**config.mk**
```make
export PLATFORM = sky130hd
export DESIGN_NAME = dao_top
export DESIGN_NICKNAME = d
export VERILOG_FILES = /design/src/rtl/dao_pkg.sv /design/src/rtl/dao_fifo.sv /design/src/rtl/dao_top.sv
export SDC_FILE = /design/constraint.sdc
export NUM_CORES = 1
export LEC_CHECK = 0
export BUFFER_PORTS_ARGS = -buffer_cell sky130_fd_sc_hd__buf_2
export CAP_MARGIN = 20
export CORE_MARGIN = 10
export CORE_UTILIZATION = 60
export DETAILED_ROUTE_END_ITERATION = 7
export PLACE_DENSITY_LB_ADDON = 0.1
export SYNTH_ARGS = -nofsm -noshare
export SYNTH_HDL_FRONTEND = slang
export SYNTH_SLANG_ARGS = --single-unit
```
**constraint.sdc**
```tcl
create_clock -name clk -period 3.3 [get_ports clk]
set_clock_uncertainty 0.1 [all_clocks]
set_input_delay 0.495 -clock clk [delete_from_list [all_inputs] [get_ports clk]]
set_output_delay 0.495 -clock clk [all_outputs]
set_load 0.02 [all_outputs]
```
**src/rtl/dao_pkg.sv**
```systemverilog
/*
 Package for the dual converter output control block: mode codes,
 pipeline depth, word width and reset values.
 Assumes nothing of its surroundings; imported by dao_top, not by dao_fifo.
*/
package dao_pkg;

   // ==========================================================
   // Widths and counts
   // ==========================================================
   localparam int DAO_WORD_W = 12;           // Result word width
   localparam int DAO_PIPE_DEPTH = 5;        // Sample clocks from sample to result
   localparam int DAO_SYNC_STAGES = 2;       // Synchroniser depth
   localparam int DAO_FIFO_DEPTH = 32;       // Words buffered per channel

   // ==========================================================
   // Reset values
   // ==========================================================
   localparam logic [11:0] DAO_WORD_RST = 12'h000;  // Result after reset
   localparam logic DAO_FLAG_RST = 1'b0;            // Range flag after reset
   localparam logic DAO_OE_RST = 1'b0;              // Bus released after reset

   // ==========================================================
   // Format pin level codes (four-level input digitised to 2 bits)
   // ==========================================================
   typedef enum logic [1:0] {
      DAO_FMT_GND = 2'b00,     // Offset binary, stabiliser off
      DAO_FMT_THIRD = 2'b01,   // Offset binary, stabiliser on
      DAO_FMT_TWO3 = 2'b10,    // Two's complement, stabiliser on
      DAO_FMT_FULL = 2'b11     // Two's complement, stabiliser off
   } dao_fmt_e;

   // ==========================================================
   // Channel power states
   // ==========================================================
   typedef enum logic [1:0] {
      DAO_PWR_ACTIVE = 2'b00,  // Converting, outputs driven
      DAO_PWR_QUIET = 2'b01,   // Converting, outputs released
      DAO_PWR_NAP = 2'b10,     // Nap, outputs released
      DAO_PWR_SLEEP = 2'b11    // Sleep, outputs released
   } dao_pwr_e;

endpackage : dao_pkg

```
**src/rtl/dao_fifo.sv**
```systemverilog
/*
 Synchronous FIFO with valid/ready on both sides and parameter width
 and depth. Holds converted words between the sampler and the bus.
 Assumes one clock and an asynchronous active-low reset.
*/
`timescale 1ns/1ns
module dao_fifo #(
   parameter int WIDTH = 13,
   parameter int DEPTH = 32
) (
   // Clock and reset
   input wire logic clk,
   input wire logic rst_n,
   // Fill side
   input wire logic in_valid,
   output logic in_ready,
   input wire logic [WIDTH-1:0] in_data,
   // Drain side
   output logic out_valid,
   input wire logic out_ready,
   output logic [WIDTH-1:0] out_data
);
   localparam int AW = $clog2(DEPTH);

   // ==========================================================
   // Elaboration check
   // ==========================================================
   if (DEPTH < 2 || (1 << AW) != DEPTH) begin : g_bad_depth
      $error("dao_fifo depth must be a power of two of at least 2");
   end

   logic [WIDTH-1:0] mem [DEPTH];   // Word store
   logic [AW:0] wr_reg, wr_next;    // Write pointer with wrap bit
   logic [AW:0] rd_reg, rd_next;    // Read pointer with wrap bit
   logic push, pop;

   // Honest full and empty from the pointers
   assign in_ready = (wr_reg ^ rd_reg) != {1'b1, {AW{1'b0}}};
   assign out_valid = wr_reg != rd_reg;
   assign out_data = mem[rd_reg[AW-1:0]];
   assign push = in_valid && in_ready;
   assign pop = out_valid && out_ready;

   // Pointer next values
   always_comb begin
      wr_next = wr_reg + (AW + 1)'(push);
      rd_next = rd_reg + (AW + 1)'(pop);
   end

   // Pointer registers
   always_ff @(posedge clk or negedge rst_n) begin
      if (!rst_n) begin
         wr_reg <= '0;
         rd_reg <= '0;
      end else begin
         wr_reg <= wr_next;
         rd_reg <= rd_next;
      end
   end

   // Storage write, no reset needed
   always_ff @(posedge clk) begin
      if (push) begin
         mem[wr_reg[AW-1:0]] <= in_data;
      end
   end
endmodule : dao_fifo

```
**src/rtl/dao_top.sv**
```systemverilog
/*
 Digital side of a dual 12-bit sampling converter: per-channel sample
 clock edge detection, five-deep result pipeline, output coding,
 power and output-enable decode, bus swap and overflow flags.
 Assumes the raw quantiser words arrive from the analog core on clk,
 and that the sample clocks and control pins are asynchronous pins.
*/
`timescale 1ns/1ns
module dao_top
   import dao_pkg::*;
#(
   parameter int WORD_W = DAO_WORD_W,
   parameter int PIPE_DEPTH = DAO_PIPE_DEPTH,
   parameter int FIFO_DEPTH = DAO_FIFO_DEPTH
) (
   // Clock and reset
   input wire logic clk,
   input wire logic rst_n,
   // Sample clocks, pins
   input wire logic chan_a_sample_clock,
   input wire logic chan_b_sample_clock,
   // Raw quantiser words and range excursion, from the analog core
   input wire logic [WORD_W-1:0] chan_a_raw_word,
   input wire logic chan_a_raw_over,
   input wire logic [WORD_W-1:0] chan_b_raw_word,
   input wire logic chan_b_raw_over,
   // Control pins
   input wire logic bus_swap_select,
   input wire logic chan_a_power_down,
   input wire logic chan_b_power_down,
   input wire logic chan_a_output_enable_n,
   input wire logic chan_b_output_enable_n,
   input wire logic [1:0] format_level,
   // Output bus A
   output logic [WORD_W-1:0] bus_a_result_bits,
   output logic bus_a_range_flag,
   output logic bus_a_drive_en,
   // Output bus B
   output logic [WORD_W-1:0] bus_b_result_bits,
   output logic bus_b_range_flag,
   output logic bus_b_drive_en,
   // Status
   output logic duty_stabilizer_on,
   output logic [1:0] chan_a_power_state,
   output logic [1:0] chan_b_power_state,
   output logic [1:0] fifo_overrun
);

   // ==========================================================
   // Elaboration checks
   // ==========================================================
   if (WORD_W < 2) begin : g_bad_width
      $error("dao_top word width must be at least 2");
   end
   if (PIPE_DEPTH < 1) begin : g_bad_pipe
      $error("dao_top pipeline depth must be at least 1");
   end
   if (FIFO_DEPTH < 2) begin : g_bad_fifo
      $error("dao_top buffer depth must be at least 2");
   end

   // Power state decode, used for both channels
   function automatic dao_pwr_e pwr_decode(input logic pd, input logic oe_n);
      pwr_decode = dao_pwr_e'({pd, oe_n});
   endfunction : pwr_decode

   // Channel still converts in active or quiet state
   function automatic logic pwr_converting(input dao_pwr_e st);
      pwr_converting = (st == DAO_PWR_ACTIVE) || (st == DAO_PWR_QUIET);
   endfunction : pwr_converting

   // ==========================================================
   // Pin synchronisers
   // ==========================================================
   localparam int NSYNC = 7;
   logic [NSYNC-1:0] pin_raw; // Control pins, raw
   logic [NSYNC-1:0] sync1_reg, sync1_next;   // First stage, read by second only
   logic [NSYNC-1:0] sync2_reg, sync2_next;   // Usable levels
   logic [1:0] clk_prev_reg, clk_prev_next;   // Previous sample clock levels
   logic [1:0] clk_s1_reg, clk_s1_next; // Sample clock first stage
   logic sync_clk_a_reg, sync_clk_b_reg; // Sample clock second stage

   // Control pins only; the sample clocks have their own chain
   assign pin_raw = {format_level, bus_swap_select, chan_b_output_enable_n,
                     chan_a_output_enable_n, chan_b_power_down, chan_a_power_down};

   // Synchroniser next values
   always_comb begin
      sync1_next = pin_raw;
      sync2_next = sync1_reg;
      clk_prev_next = {sync_clk_b_reg, sync_clk_a_reg};
   end

   // Sample clock first stage next value
   always_comb begin
      clk_s1_next = {chan_b_sample_clock, chan_a_sample_clock};
   end

   // Synchroniser registers
   always_ff @(posedge clk or negedge rst_n) begin
      if (!rst_n) begin
         sync1_reg <= '0;
         sync2_reg <= '0;
         clk_s1_reg <= '0;
         sync_clk_a_reg <= 1'b0;
         sync_clk_b_reg <= 1'b0;
         clk_prev_reg <= '0;
      end else begin
         sync1_reg <= sync1_next;
         sync2_reg <= sync2_next;
         clk_s1_reg <= clk_s1_next;
         sync_clk_a_reg <= clk_s1_reg[0];
         sync_clk_b_reg <= clk_s1_reg[1];
         clk_prev_reg <= clk_prev_next;
      end
   end

   // Synchronised control levels
   logic pd_a, pd_b, oen_a, oen_b, swap_s;
   dao_fmt_e fmt_s;
   assign pd_a = sync2_reg[0];
   assign pd_b = sync2_reg[1];
   assign oen_a = sync2_reg[2];
   assign oen_b = sync2_reg[3];
   assign swap_s = sync2_reg[4];
   assign fmt_s = dao_fmt_e'(sync2_reg[6:5]);

   // ==========================================================
   // Per-channel rise detect, pipeline, coding and buffer
   // ==========================================================
   logic [1:0] rise;
   logic [1:0] conv_on;
   dao_pwr_e st [2];
   logic twos;
   logic [WORD_W:0] chan_word [2];   // {flag, word} leaving each FIFO
   logic [1:0] chan_vld;
   logic [1:0] ovr_set;

   // Each channel sees only its own clock edge
   // Previous level resets low, as the idle pin, so reset makes no false edge
   assign rise = {sync_clk_b_reg, sync_clk_a_reg} & ~clk_prev_reg;
   assign st[0] = pwr_decode(pd_a, oen_a);
   assign st[1] = pwr_decode(pd_b, oen_b);
   assign twos = (fmt_s == DAO_FMT_TWO3) || (fmt_s == DAO_FMT_FULL);

   genvar gc;
   generate
      for (gc = 0; gc < 2; gc++) begin : g_chan
         logic [WORD_W:0] pipe_reg [PIPE_DEPTH];   // {flag, word} stages
         logic [WORD_W:0] pipe_next [PIPE_DEPTH];
         logic [WORD_W:0] coded;
         logic [WORD_W-1:0] raw_w;
         logic raw_f;
         logic f_ready;

         assign raw_w = (gc == 0) ? chan_a_raw_word : chan_b_raw_word;
         assign raw_f = (gc == 0) ? chan_a_raw_over : chan_b_raw_over;
         assign conv_on[gc] = pwr_converting(st[gc]);

         // Shift one stage per sample clock rise while converting
         always_comb begin
            for (int i = 0; i < PIPE_DEPTH; i++) begin
               pipe_next[i] = pipe_reg[i];
            end
            // No rise is taken in nap or sleep, so the stages stay frozen
            if (rise[gc] && conv_on[gc]) begin
               pipe_next[0] = {raw_f, raw_w};
               for (int i = 1; i < PIPE_DEPTH; i++) begin
                  pipe_next[i] = pipe_reg[i-1];
               end
            end
         end

         // Pipeline registers
         always_ff @(posedge clk or negedge rst_n) begin
            if (!rst_n) begin
               for (int i = 0; i < PIPE_DEPTH; i++) begin
                  pipe_reg[i] <= {DAO_FLAG_RST, DAO_WORD_RST};
               end
            end else begin
               for (int i = 0; i < PIPE_DEPTH; i++) begin
                  pipe_reg[i] <= pipe_next[i];
               end
            end
         end

         // Coding: MSB flip for two's complement, flag travels with word
         assign coded = {pipe_reg[PIPE_DEPTH-1][WORD_W],
                         pipe_reg[PIPE_DEPTH-1][WORD_W-1] ^ twos,
                         pipe_reg[PIPE_DEPTH-1][WORD_W-2:0]};

         // Buffer pushed with the word leaving the pipeline
         // Drain is always ready: the bus register takes every word at once
         dao_fifo #(
            .WIDTH(WORD_W + 1),
            .DEPTH(FIFO_DEPTH)
         ) u_fifo (
            .clk(clk),
            .rst_n(rst_n),
            .in_valid(rise[gc] && conv_on[gc]),
            .in_ready(f_ready),
            .in_data(coded),
            .out_valid(chan_vld[gc]),
            .out_ready(1'b1),
            .out_data(chan_word[gc])
         );
         // Overrun only if the drain ever stalls; kept as a sticky alarm
         assign ovr_set[gc] = rise[gc] && conv_on[gc] && !f_ready;
      end
   endgenerate

   // ==========================================================
   // Output bus registers
   // ==========================================================
   logic [WORD_W-1:0] bus_a_reg, bus_a_next, bus_b_reg, bus_b_next;
   logic flag_a_reg, flag_a_next, flag_b_reg, flag_b_next;
   logic en_a_reg, en_a_next, en_b_reg, en_b_next;
   logic dcs_reg, dcs_next;
   logic [1:0] pst_a_reg, pst_a_next, pst_b_reg, pst_b_next;
   logic [1:0] ovr_reg, ovr_next;
   logic [WORD_W:0] word_a_reg, word_a_next, word_b_reg, word_b_next;

   // Bus routing, enable and status next values
   always_comb begin
      word_a_next = chan_vld[0] ? chan_word[0] : word_a_reg;
      word_b_next = chan_vld[1] ? chan_word[1] : word_b_reg;
      if (swap_s) begin
         // Straight routing
         {flag_a_next, bus_a_next} = word_a_next;
         {flag_b_next, bus_b_next} = word_b_next;
         en_a_next = st[0] == DAO_PWR_ACTIVE;
         en_b_next = st[1] == DAO_PWR_ACTIVE;
      end else begin
         // Swapped routing, enables follow their channel
         {flag_a_next, bus_a_next} = word_b_next;
         {flag_b_next, bus_b_next} = word_a_next;
         en_a_next = st[1] == DAO_PWR_ACTIVE;
         en_b_next = st[0] == DAO_PWR_ACTIVE;
      end
      dcs_next = (fmt_s == DAO_FMT_THIRD) || (fmt_s == DAO_FMT_TWO3);
      pst_a_next = st[0];
      pst_b_next = st[1];
      ovr_next = ovr_reg | ovr_set;   // Sticky buffer overrun
   end

   // Output registers
   always_ff @(posedge clk or negedge rst_n) begin
      if (!rst_n) begin
         word_a_reg <= {DAO_FLAG_RST, DAO_WORD_RST};
         word_b_reg <= {DAO_FLAG_RST, DAO_WORD_RST};
         bus_a_reg <= DAO_WORD_RST;
         bus_b_reg <= DAO_WORD_RST;
         flag_a_reg <= DAO_FLAG_RST;
         flag_b_reg <= DAO_FLAG_RST;
         en_a_reg <= DAO_OE_RST;
         en_b_reg <= DAO_OE_RST;
         dcs_reg <= 1'b0;
         pst_a_reg <= 2'b00;
         pst_b_reg <= 2'b00;
         ovr_reg <= 2'b00;
      end else begin
         word_a_reg <= word_a_next;
         word_b_reg <= word_b_next;
         bus_a_reg <= bus_a_next;
         bus_b_reg <= bus_b_next;
         flag_a_reg <= flag_a_next;
         flag_b_reg <= flag_b_next;
         en_a_reg <= en_a_next;
         en_b_reg <= en_b_next;
         dcs_reg <= dcs_next;
         pst_a_reg <= pst_a_next;
         pst_b_reg <= pst_b_next;
         ovr_reg <= ovr_next;
      end
   end

   // Every port comes straight from a flip-flop
   assign bus_a_result_bits = bus_a_reg;
   assign bus_b_result_bits = bus_b_reg;
   assign bus_a_range_flag = flag_a_reg;
   assign bus_b_range_flag = flag_b_reg;
   assign bus_a_drive_en = en_a_reg;
   assign bus_b_drive_en = en_b_reg;
   assign duty_stabilizer_on = dcs_reg;
   assign chan_a_power_state = pst_a_reg;
   assign chan_b_power_state = pst_b_reg;
   assign fifo_overrun = ovr_reg;
endmodule : dao_top

```
# Word-level counts from Yosys, hierarchy flattened
# Memories as Yosys holds them, arrays and structs flattened.
# Cells that the tools add are included.
[totals]
reg_bits = 235
ram_bits = 832
input_bits = 37
out_inout_bits = 35
elab_cells = 80
mem_count = 2
[memory_table]
columns = ["memory", "words", "word_bits", "read_ports", "rd_clocked_by_memory_dff", "wr", "line", "source"]
rows = [
  ["g_chan[0].u_fifo.mem", 32, 13, 1, 0, 1, "dao_fifo.sv:32", "logic [WIDTH-1:0] mem [DEPTH];"],
  ["g_chan[1].u_fifo.mem", 32, 13, 1, 0, 1, "dao_fifo.sv:32", ""],
]
[classes]
addsub = 4
n_eq_ne = 9
mux = 12
bitwise_logic = 7
reduce_logical = 14
[op_table]
columns = ["operator", "n"]
rows = [
  ["13-bit two-way mux", 2],
  ["6-bit by 1-bit adder with 6-bit output", 4],
  ["12-bit two-way mux", 2],
  ["6-bit inequality test", 2],
  ["6-bit inequality test, second input constant", 2],
  ["6-bit bitwise XOR", 2],
  ["1-bit two-way mux", 8],
  ["2-bit by 1-bit equality test with 1-bit output, second input constant", 3],
  ["1-bit logical AND", 6],
  ["2-bit equality test, second input constant", 2],
  ["2-bit logical NOT", 2],
  ["1-bit logical OR", 4],
  ["2-bit AND", 1],
  ["1-bit logical NOT", 2],
  ["2-bit NOT", 1],
  ["2-bit OR", 1],
  ["1-bit bitwise XOR", 2],
]

# Depth between registers and ports, before layout
# Gate-level depths: netlist of run 1.
[depth]
depth_word = 6
depth_mapped = 10
ltp_nobuf = 8

# Cells and area by module
# A second synthesis of run 1 with hierarchy kept.
[unflattened]
cells_unflattened = 2031
hier_area_um2 = 40921.7
[by_module_without_submodules]
columns = ["module", "instances", "cells_each", "area_per_inst_um2", "seq_area_each_um2"]
rows = [
  ["dao_fifo at g_chan[0].u_fifo", 1, 789, 16674.7, 12792.3],
  ["dao_fifo at g_chan[1].u_fifo", 1, 784, 16602.2, 12792.3],
  ["dao_top", 1, 458, 7644.8, 5280.1],
]

# Worst setup path before layout of run 1
# OpenSTA, ideal clock, no wires.
[synth_timing]
kind = "register -> register"
from = "register g_chan[1].u_fifo.rd_reg[0]"
to = "memory g_chan[1].u_fifo.mem[12][0] (enable)"
setup_ns = 0.382
t_arrival_ns = 2.282
t_required_ns = 2.818
path_slack_ns = 0.535
path_stages_with_launch = 10
path_buffers = 3
synth_period_minus_slack_ns = 2.765
path_cell_list = "dfrtp_1 -> buf_6 -> xnor2_1 -> nand3_1 -> nor3_1 -> nor2b_1 -> clkbuf_1 -> or3b_2 -> clkbuf_1 -> nor2_1"
[synth_via]
elab_chain_cells = 5
[synth_lines]
columns = ["element", "line", "source"]
rows = [
  ["start: declaration", "dao_fifo.sv:34", "logic [AW:0] rd_reg, rd_next;"],
  ["start signal: assignment", "dao_fifo.sv:57", "rd_reg <= rd_next;"],
  ["6-bit bitwise XOR", "dao_fifo.sv:38", "assign in_ready = (wr_reg ^ rd_reg) != {1'b1, {AW{1'b0}}};"],
  ["6-bit inequality test", "dao_fifo.sv:38", ""],
  ["1-bit logical AND", "dao_fifo.sv:41", "assign push = in_valid && in_ready;"],
  ["1-bit two-way mux", "dao_fifo.sv:63", "if (push) begin"],
  ["1-bit two-way mux (not written as such)", "dao_fifo.sv:64", "mem[wr_reg[AW-1:0]] <= in_data;"],
  ["end: declaration", "dao_fifo.sv:32", ""],
]
# No other way between the ends.

# Worst setup path in the final report of run 1
[layout_timing]
from = "register g_chan[1].u_fifo.rd_reg[0]"
to = "register flag_a_reg, in the netlist bus_a_range_flag"
[layout_via]
elab_chain_cells = 3
word_cells_on_any_way = 4
cone_classes = "1 x eq/ne; 2 x mux; 1 x memory"
[layout_lines]
columns = ["element", "line", "source"]
rows = [
  ["memory 32 x 13 bit or 6-bit inequality test (tied branches)", "-", ""],
  ["13-bit two-way mux *", "dao_top.sv:226", "word_b_next = chan_vld[1] ? chan_word[1] : word_b_reg;"],
  ["1-bit two-way mux *", "dao_top.sv:227", "if (swap_s) begin"],
  ["net flag_a_next", "dao_top.sv:216", "logic flag_a_reg, flag_a_next, flag_b_reg, flag_b_next;"],
  ["end signal: assignment", "dao_top.sv:266", "flag_a_reg <= flag_a_next;"],
  ["end: declaration", "dao_top.sv:216", ""],
]
# Mark *: on every way through the listed nets, which the timed path passes. The rest lies on a longest branch.
# A chain may end at the register's enable or synchronous reset.

==> flow_summary.toml, run 1 <==
[status]
status = "complete, no violations"

[sta]
max_freq_mhz = 332
fin_crit_sh = 0.912
rsz0062_at_grt = "false"
layout_min_cycle_time_ps = 3010
fin_ws_ps = 291
relSlewSlack = 0.287
holdWs_ps = 251
finalMaxSlewViolations = 0
setup_tns_ps = 0
worst_pin_slew_ps = 1070
finalSetupViolations = 0
hold_viol = 0

[logic_synthesis]
synthArstFlopShare = 0.220
ys.flop_type = "edfxtp_1"
synth_area_um2 = 41000
synthAdderAreaFrac = 0.00305
synth_mux_area_frac = 0.149
synth_edf_count = 832
synth_top_family_by_area = "multiplexers"
synthDistinctLibCells = 62
synth_compound_area_frac = 0.0438
yosysSeqAreaShare = 0.753
avgSynthCellArea_um2 = 19.6
ys_ff_latch = 1067
synthCells = 2087
yosys.area_share.simple = 0.0244
yosysWarnings = 0
synthXorXnorAreaFrac = 0.00641
synth_nets = 2134

[setup_path]
rrSetupSlack_ps = 290
reg2reg_depth = 8
critPathKind = "register to register"
worst_ep_arrival_time_ps = 3410
required_ps = 3700
path_max_fanout = 48
end_kind = "register"
startpoint_type = "register"

[layout]
largest_register_ffs = 832
stdcell_count = 3333
final_area_um2 = 47500
final_nets = 2414
final_layout_size_suffix_gt1_frac = 0.310
fin_util = 0.703
area_growth_pct = 15.7

[floorplanning]
start_util = 0.607
die_h_um = 281
ioPinCount = 72
core_um2 = 67500
die_w_um = 281
rows = 95
die-area_um2 = 79200

[grt]
grt_pass1_wl_mm = 136
grt_remaining_overflow = 0
grt_max_degree = 73
antenna_found_initial = 3
grt.total_usage = 0.231
grt_pass1_vias = 21300

[placement]
gp_congestion = 0.802
place_inst = 3084
post-place-ws_ps = 193
hpwlAfterDp_mm = 55.8
numPortBuffers = 71
placed_area_um2 = 43200

[hold_path]
hold_path_class = "register to register"
hold-path-cell-count = 0

[cts]
root_buffer = "clkbuf_16"
path_clk_slew_ps = 60
cts_hold_buf = 36
post_cts_buffers = 0
clock_latency_ps = 670
h-tree-depth = 3
cts.sink_count = 1067
numCtsBuffers = 104
cts_resized = 0
cts_tree = "done"
clock_path_buffers = 3

[routing]
finalWirelength_mm = 90.1
drcViolationCount = 0
ant_nets = 0
drt-initial-drc-count = 2196
first_pass_iters = 6
avgRoutedWirePerCell_um = 27.0
route.vias.total = 20500
via_per_inst = 6.16

[pwr]
leakagePower_nw = 16.9
power_mw = 43.5
peakVddDrop_mv = 0.757
power.density_nw_per_um2 = 916

[run]
drv_cap = 0
cell families after synthesis:
| logic type | count (synthesis) |
|---|---|
| compound gates | 223 |
| xor+xnor | 30 |
| fa+ha+maj | 10 |
| buf+inv | 141 |
| flops | 1067 |
| mux | 418 |
| simple gates | 198 |
worst paths after layout:
kind / start / endpoint
setup reg to reg: g_chan[1].u_fifo.rd_reg[0] / bus_a_range_flag
hold / removal: sync1_reg[3] / sync2_reg[3]
max in group asynchronous: rst_n / g_chan[0].pipe_reg[11]
hold reg to reg: sync1_reg[3] / sync2_reg[3]
setup / recovery: g_chan[1].u_fifo.rd_reg[0] / bus_a_range_flag
min in group asynchronous: rst_n / g_chan[1].pipe_reg[55]
metal layers:
layer	share of wire	global-route usage
met5	0	0
met4	0.024	0.0610
met3	0.055	0.0345
met2	0.52	0.397
met1	0.40	0.308
power by group:
part / switching (mW) / internal, mW
Sequential: 1.28 / 17.3
Clock: 5.01 / 7.11
Combinational: 7.38 / 5.42
Total: 13.7 / 29.8
Yosys cell counts, types with 3 or more instances:
cell type  instances  share of area
a211oi_1          39         0.0071
a21oi_1           23         0.0028
a21oi_2           12         0.0026
a221oi_1           6         0.0013
a221oi_2          17         0.0062
a222oi_1          12         0.0029
a22o_1            24         0.0051
a22oi_1           12         0.0022
buf_2             39         0.0048
buf_4             19         0.0035
buf_6             23         0.0063
clkbuf_1          37         0.0034
dfrtp_1          235           0.14
edfxtp_1         832           0.61
ha_1              10         0.0031
inv_1             19         0.0017
mux2_2           166          0.046
mux2i_1          121          0.030
mux4_1            20          0.013
mux4_2           111          0.061
nand2_1           14         0.0013
nand3_1           18         0.0022
nand3b_1          14         0.0026
nor2_1           100         0.0092
nor2b_1            4        0.00061
nor3_1            15         0.0018
nor3b_1            3        0.00055
nor4b_1           11         0.0023
o21ai_0           14         0.0017
o221ai_1          13         0.0028
o22ai_1           36         0.0055
or3b_2             6         0.0013
xnor2_1           23         0.0049
xor2_1             7         0.0015
cells in the final DEF, fill, tap and decap left out, types with 6 or more instances in the layout:
| master | Yosys | routed |
|---|---|---|
| a21oi_1 | 23 | 23 |
| bufinv_16 | 0 | 9 |
| buf_2 | 39 | 70 |
| xnor2_1 | 23 | 21 |
| xor2_1 | 7 | 7 |
| ha_1 | 10 | 10 |
| nor3_1 | 15 | 15 |
| clkinv_2 | 0 | 24 |
| clkbuf_8 | 0 | 16 |
| buf_16 | 0 | 12 |
| clkbuf_16 | 0 | 109 |
| mux4_2 | 111 | 111 |
| nand3b_1 | 14 | 14 |
| buf_4 | 19 | 163 |
| inv_1 | 19 | 19 |
| a22oi_1 | 12 | 12 |
| nand2_1 | 14 | 14 |
| a22o_1 | 24 | 24 |
| clkbuf_1 | 37 | 13 |
| o22ai_1 | 36 | 36 |
| nor2_1 | 100 | 100 |
| dlygate4sd3_1 | 0 | 36 |
| mux2_2 | 166 | 166 |
| a21oi_2 | 12 | 12 |
| o221ai_1 | 13 | 13 |
| a211oi_1 | 39 | 39 |
| nor4b_1 | 11 | 11 |
| edfxtp_1 | 832 | 832 |
| or3b_2 | 6 | 6 |
| clkinv_1 | 0 | 13 |
| buf_12 | 1 | 8 |
| a221oi_2 | 17 | 17 |
| dfrtp_1 | 235 | 230 |
| a221oi_1 | 6 | 6 |
| mux2i_1 | 121 | 121 |
| o21ai_0 | 14 | 14 |
| nand3_1 | 18 | 18 |
| a222oi_1 | 12 | 12 |
| mux4_1 | 20 | 20 |
worst max-delay path, cell delays in order, from the launching register on:
cell	delay, ps
dfrtp_4	640
buf_12	300
buf_12	360
mux2i_1	240
o221ai_1	120
a211oi_1	570
a211oi_1	130
a21oi_1	250
a21oi_1	110
layout make-up:
class                   instances  area [µm²]
fillers                      4204       20100
clock buffers                 138        3000
flip-flops and latches       1067       30900
repair buffers                295        2500
multi-input cells             879        9320
inverters                      20        75.1
diodes                          1        2.50
well taps                     873        1090
clock inverters                60         584
No activity file was read; power rests on OpenSTA's default activity.
==> run 2, diff against run 1 <==
- RECOVER_POWER: unset -> 50
==> run 2 against run 1 <==
The flow now finishes with violations (max-capacitance violations, max-slew violations). Critical path depth is 1 lower. Sequential power about the same. Final cell count unchanged. Combinational power decreased by 3%. Critical path type unchanged.
==> flow_summary.toml, run 2 (synthesized netlist as in run 1, its figures left out) <==
[routing]
avgRoutedWirePerCell_um = 27.1
finalWirelength_mm = 90.3
drt-initial-drc-count = 2269
ant_nets = 0
via_per_inst = 6.17
first_pass_iters = 5
drcViolationCount = 0
route.vias.total = 20600

[placement]
numPortBuffers = 71
post-place-ws_ps = 193
gp_congestion = 0.802
placed_area_um2 = 43200
hpwlAfterDp_mm = 55.8

[floorplanning]
rows = 95
ioPinCount = 72
die_w_um = 281
die-area_um2 = 79200
start_util = 0.607
core_um2 = 67500
die_h_um = 281

[status]
failed_checks = "max-capacitance violations, max-slew violations"
status = "finished, violations left"

[sta]
setup_tns_ps = 0
layout_min_cycle_time_ps = 3060
rsz0062_at_grt = "false"
finalMaxSlewViolations = 462
relSlewSlack = -0.276
finalSetupViolations = 0
worst_pin_slew_ps = 1910
max_freq_mhz = 327
holdWs_ps = 251
hold_viol = 0
fin_crit_sh = 0.927
fin_ws_ps = 240

[cts]
cts_tree = "done"
h-tree-depth = 3
clock_latency_ps = 670
clock_path_buffers = 3
cts.sink_count = 1067
path_clk_slew_ps = 60
root_buffer = "clkbuf_16"
post_cts_buffers = 0
numCtsBuffers = 104

[grt]
grt_pass1_vias = 21300
grt_remaining_overflow = 0
antenna_found_initial = 3
grt_max_degree = 73
grt.total_usage = 0.231
grt_pass1_wl_mm = 136

[pwr]
leakagePower_nw = 16.6
peakVddDrop_mv = 0.761
power_mw = 43.1
power.density_nw_per_um2 = 916

[hold_path]
hold_path_class = "register to register"
hold_end = "sync_clk_a_reg"
hold-path-cell-count = 0
hp-start = "clk_s1_reg[0]"

[layout]
final_nets = 2414
area_growth_pct = 14.8
largest_register_ffs = 832
final_common_cell = "edfxtp_1"
most-common-layout-cells = "edfxtp_1 (832), dfrtp_1 (230), mux2_2 (166)"
final_layout_size_suffix_gt1_frac = 0.287
final_area_um2 = 47100

[setup_path]
timing.rr.start = "g_chan[1].u_fifo.rd_reg[0]"
critPathKind = "register to register"
required_ps = 3680
rrSetupSlack_ps = 240
worst_ep_arrival_time_ps = 3440
max_stage_delay_ps = 640
path_max_fanout = 48
startpoint_type = "register"
crit_slowest_cell = "dfrtp_4"
worstPathCellList = "buf_12 > buf_12 > mux4_2 > a211oi_1 > a211oi_1 > a21oi_2 > a21oi_1"
end_kind = "register"
reg2reg_depth = 7
rr_endpoint = "bus_b_result_bits[0]"

[run]
drv_cap = 14
==> run 2: changes by cell type in the layout (fill, tap and decap cells not counted) <==
cell and delta:
buf_16 -12, buf_4 -17, buf_8 -1, clkbuf_2 +3, buf_2 -30, clkbuf_1 +57
==> run 2: timing repair <==
action / 4_1_cts / 5_1_grt
hold endpoints to repair: 98 / 0
hold buffers: 36 / 0
gates resized for setup: 0 / 0
==> run 2: cell type report <==
type,count,area [µm²]
diodes,1,2.50
repair buffers,295,2100
flip-flops and latches,1067,30900
fillers,4286,20500
clock inverters,60,584
multi-input cells,879,9320
inverters,20,75.1
clock buffers,138,3000
well taps,873,1090
==> run 2: metal layers <==
metal  global-route usage  wire [µm]  vias up
met5                    0          0        -
li1                     -          -     8943
met4               0.0610       2100        0
met2                0.397      46700      644
met3               0.0345       4990      127
met1                0.308      36500    10800
==> run 2: how the worst max path moves through the flow <==
stage | startpoint | end | slack, ps | cells past startpoint
after floorplan | g_chan[1].u_fifo.rd_reg[0] | g_chan[1].u_fifo.mem[12][0] | 540 | 9
after global placement | g_chan[1].u_fifo.rd_reg[0] | g_chan[1].u_fifo.mem[29][0] | 270 | 7
after detailed placement | g_chan[1].u_fifo.rd_reg[0] | g_chan[1].u_fifo.mem[13][4] | 190 | 7
after CTS | g_chan[1].u_fifo.rd_reg[0] | g_chan[1].u_fifo.mem[13][0] | 150 | 7
after global routing | g_chan[1].u_fifo.rd_reg[0] | bus_b_range_flag | 70 | 8
final | g_chan[1].u_fifo.rd_reg[0] | bus_b_result_bits[0] | 240 | 7
==> run 2: worst max-delay path, delay by kind of cell, from the launching register on <==
family / cells / cell delay (ps)
buf+inv: 2 / 650
flops: 1 / 640
mux: 1 / 550
compound gates: 4 / 850
==> run 2: per-stage QoR <==
stage                      util  cells
final                     0.697   3333
after global routing      0.697   3332
after CTS                 0.698   3318
after detailed placement  0.639   3084
after global placement    0.638   3078
after floorplan               -   2087
==> run 2: power breakdown <==
group / leakage (nW) / internal [mW] / switching (mW)
logic: 4.51 / 4.97 / 7.40
clock network: 1.78 / 7.11 / 5.01
registers: 10.4 / 17.4 / 1.22
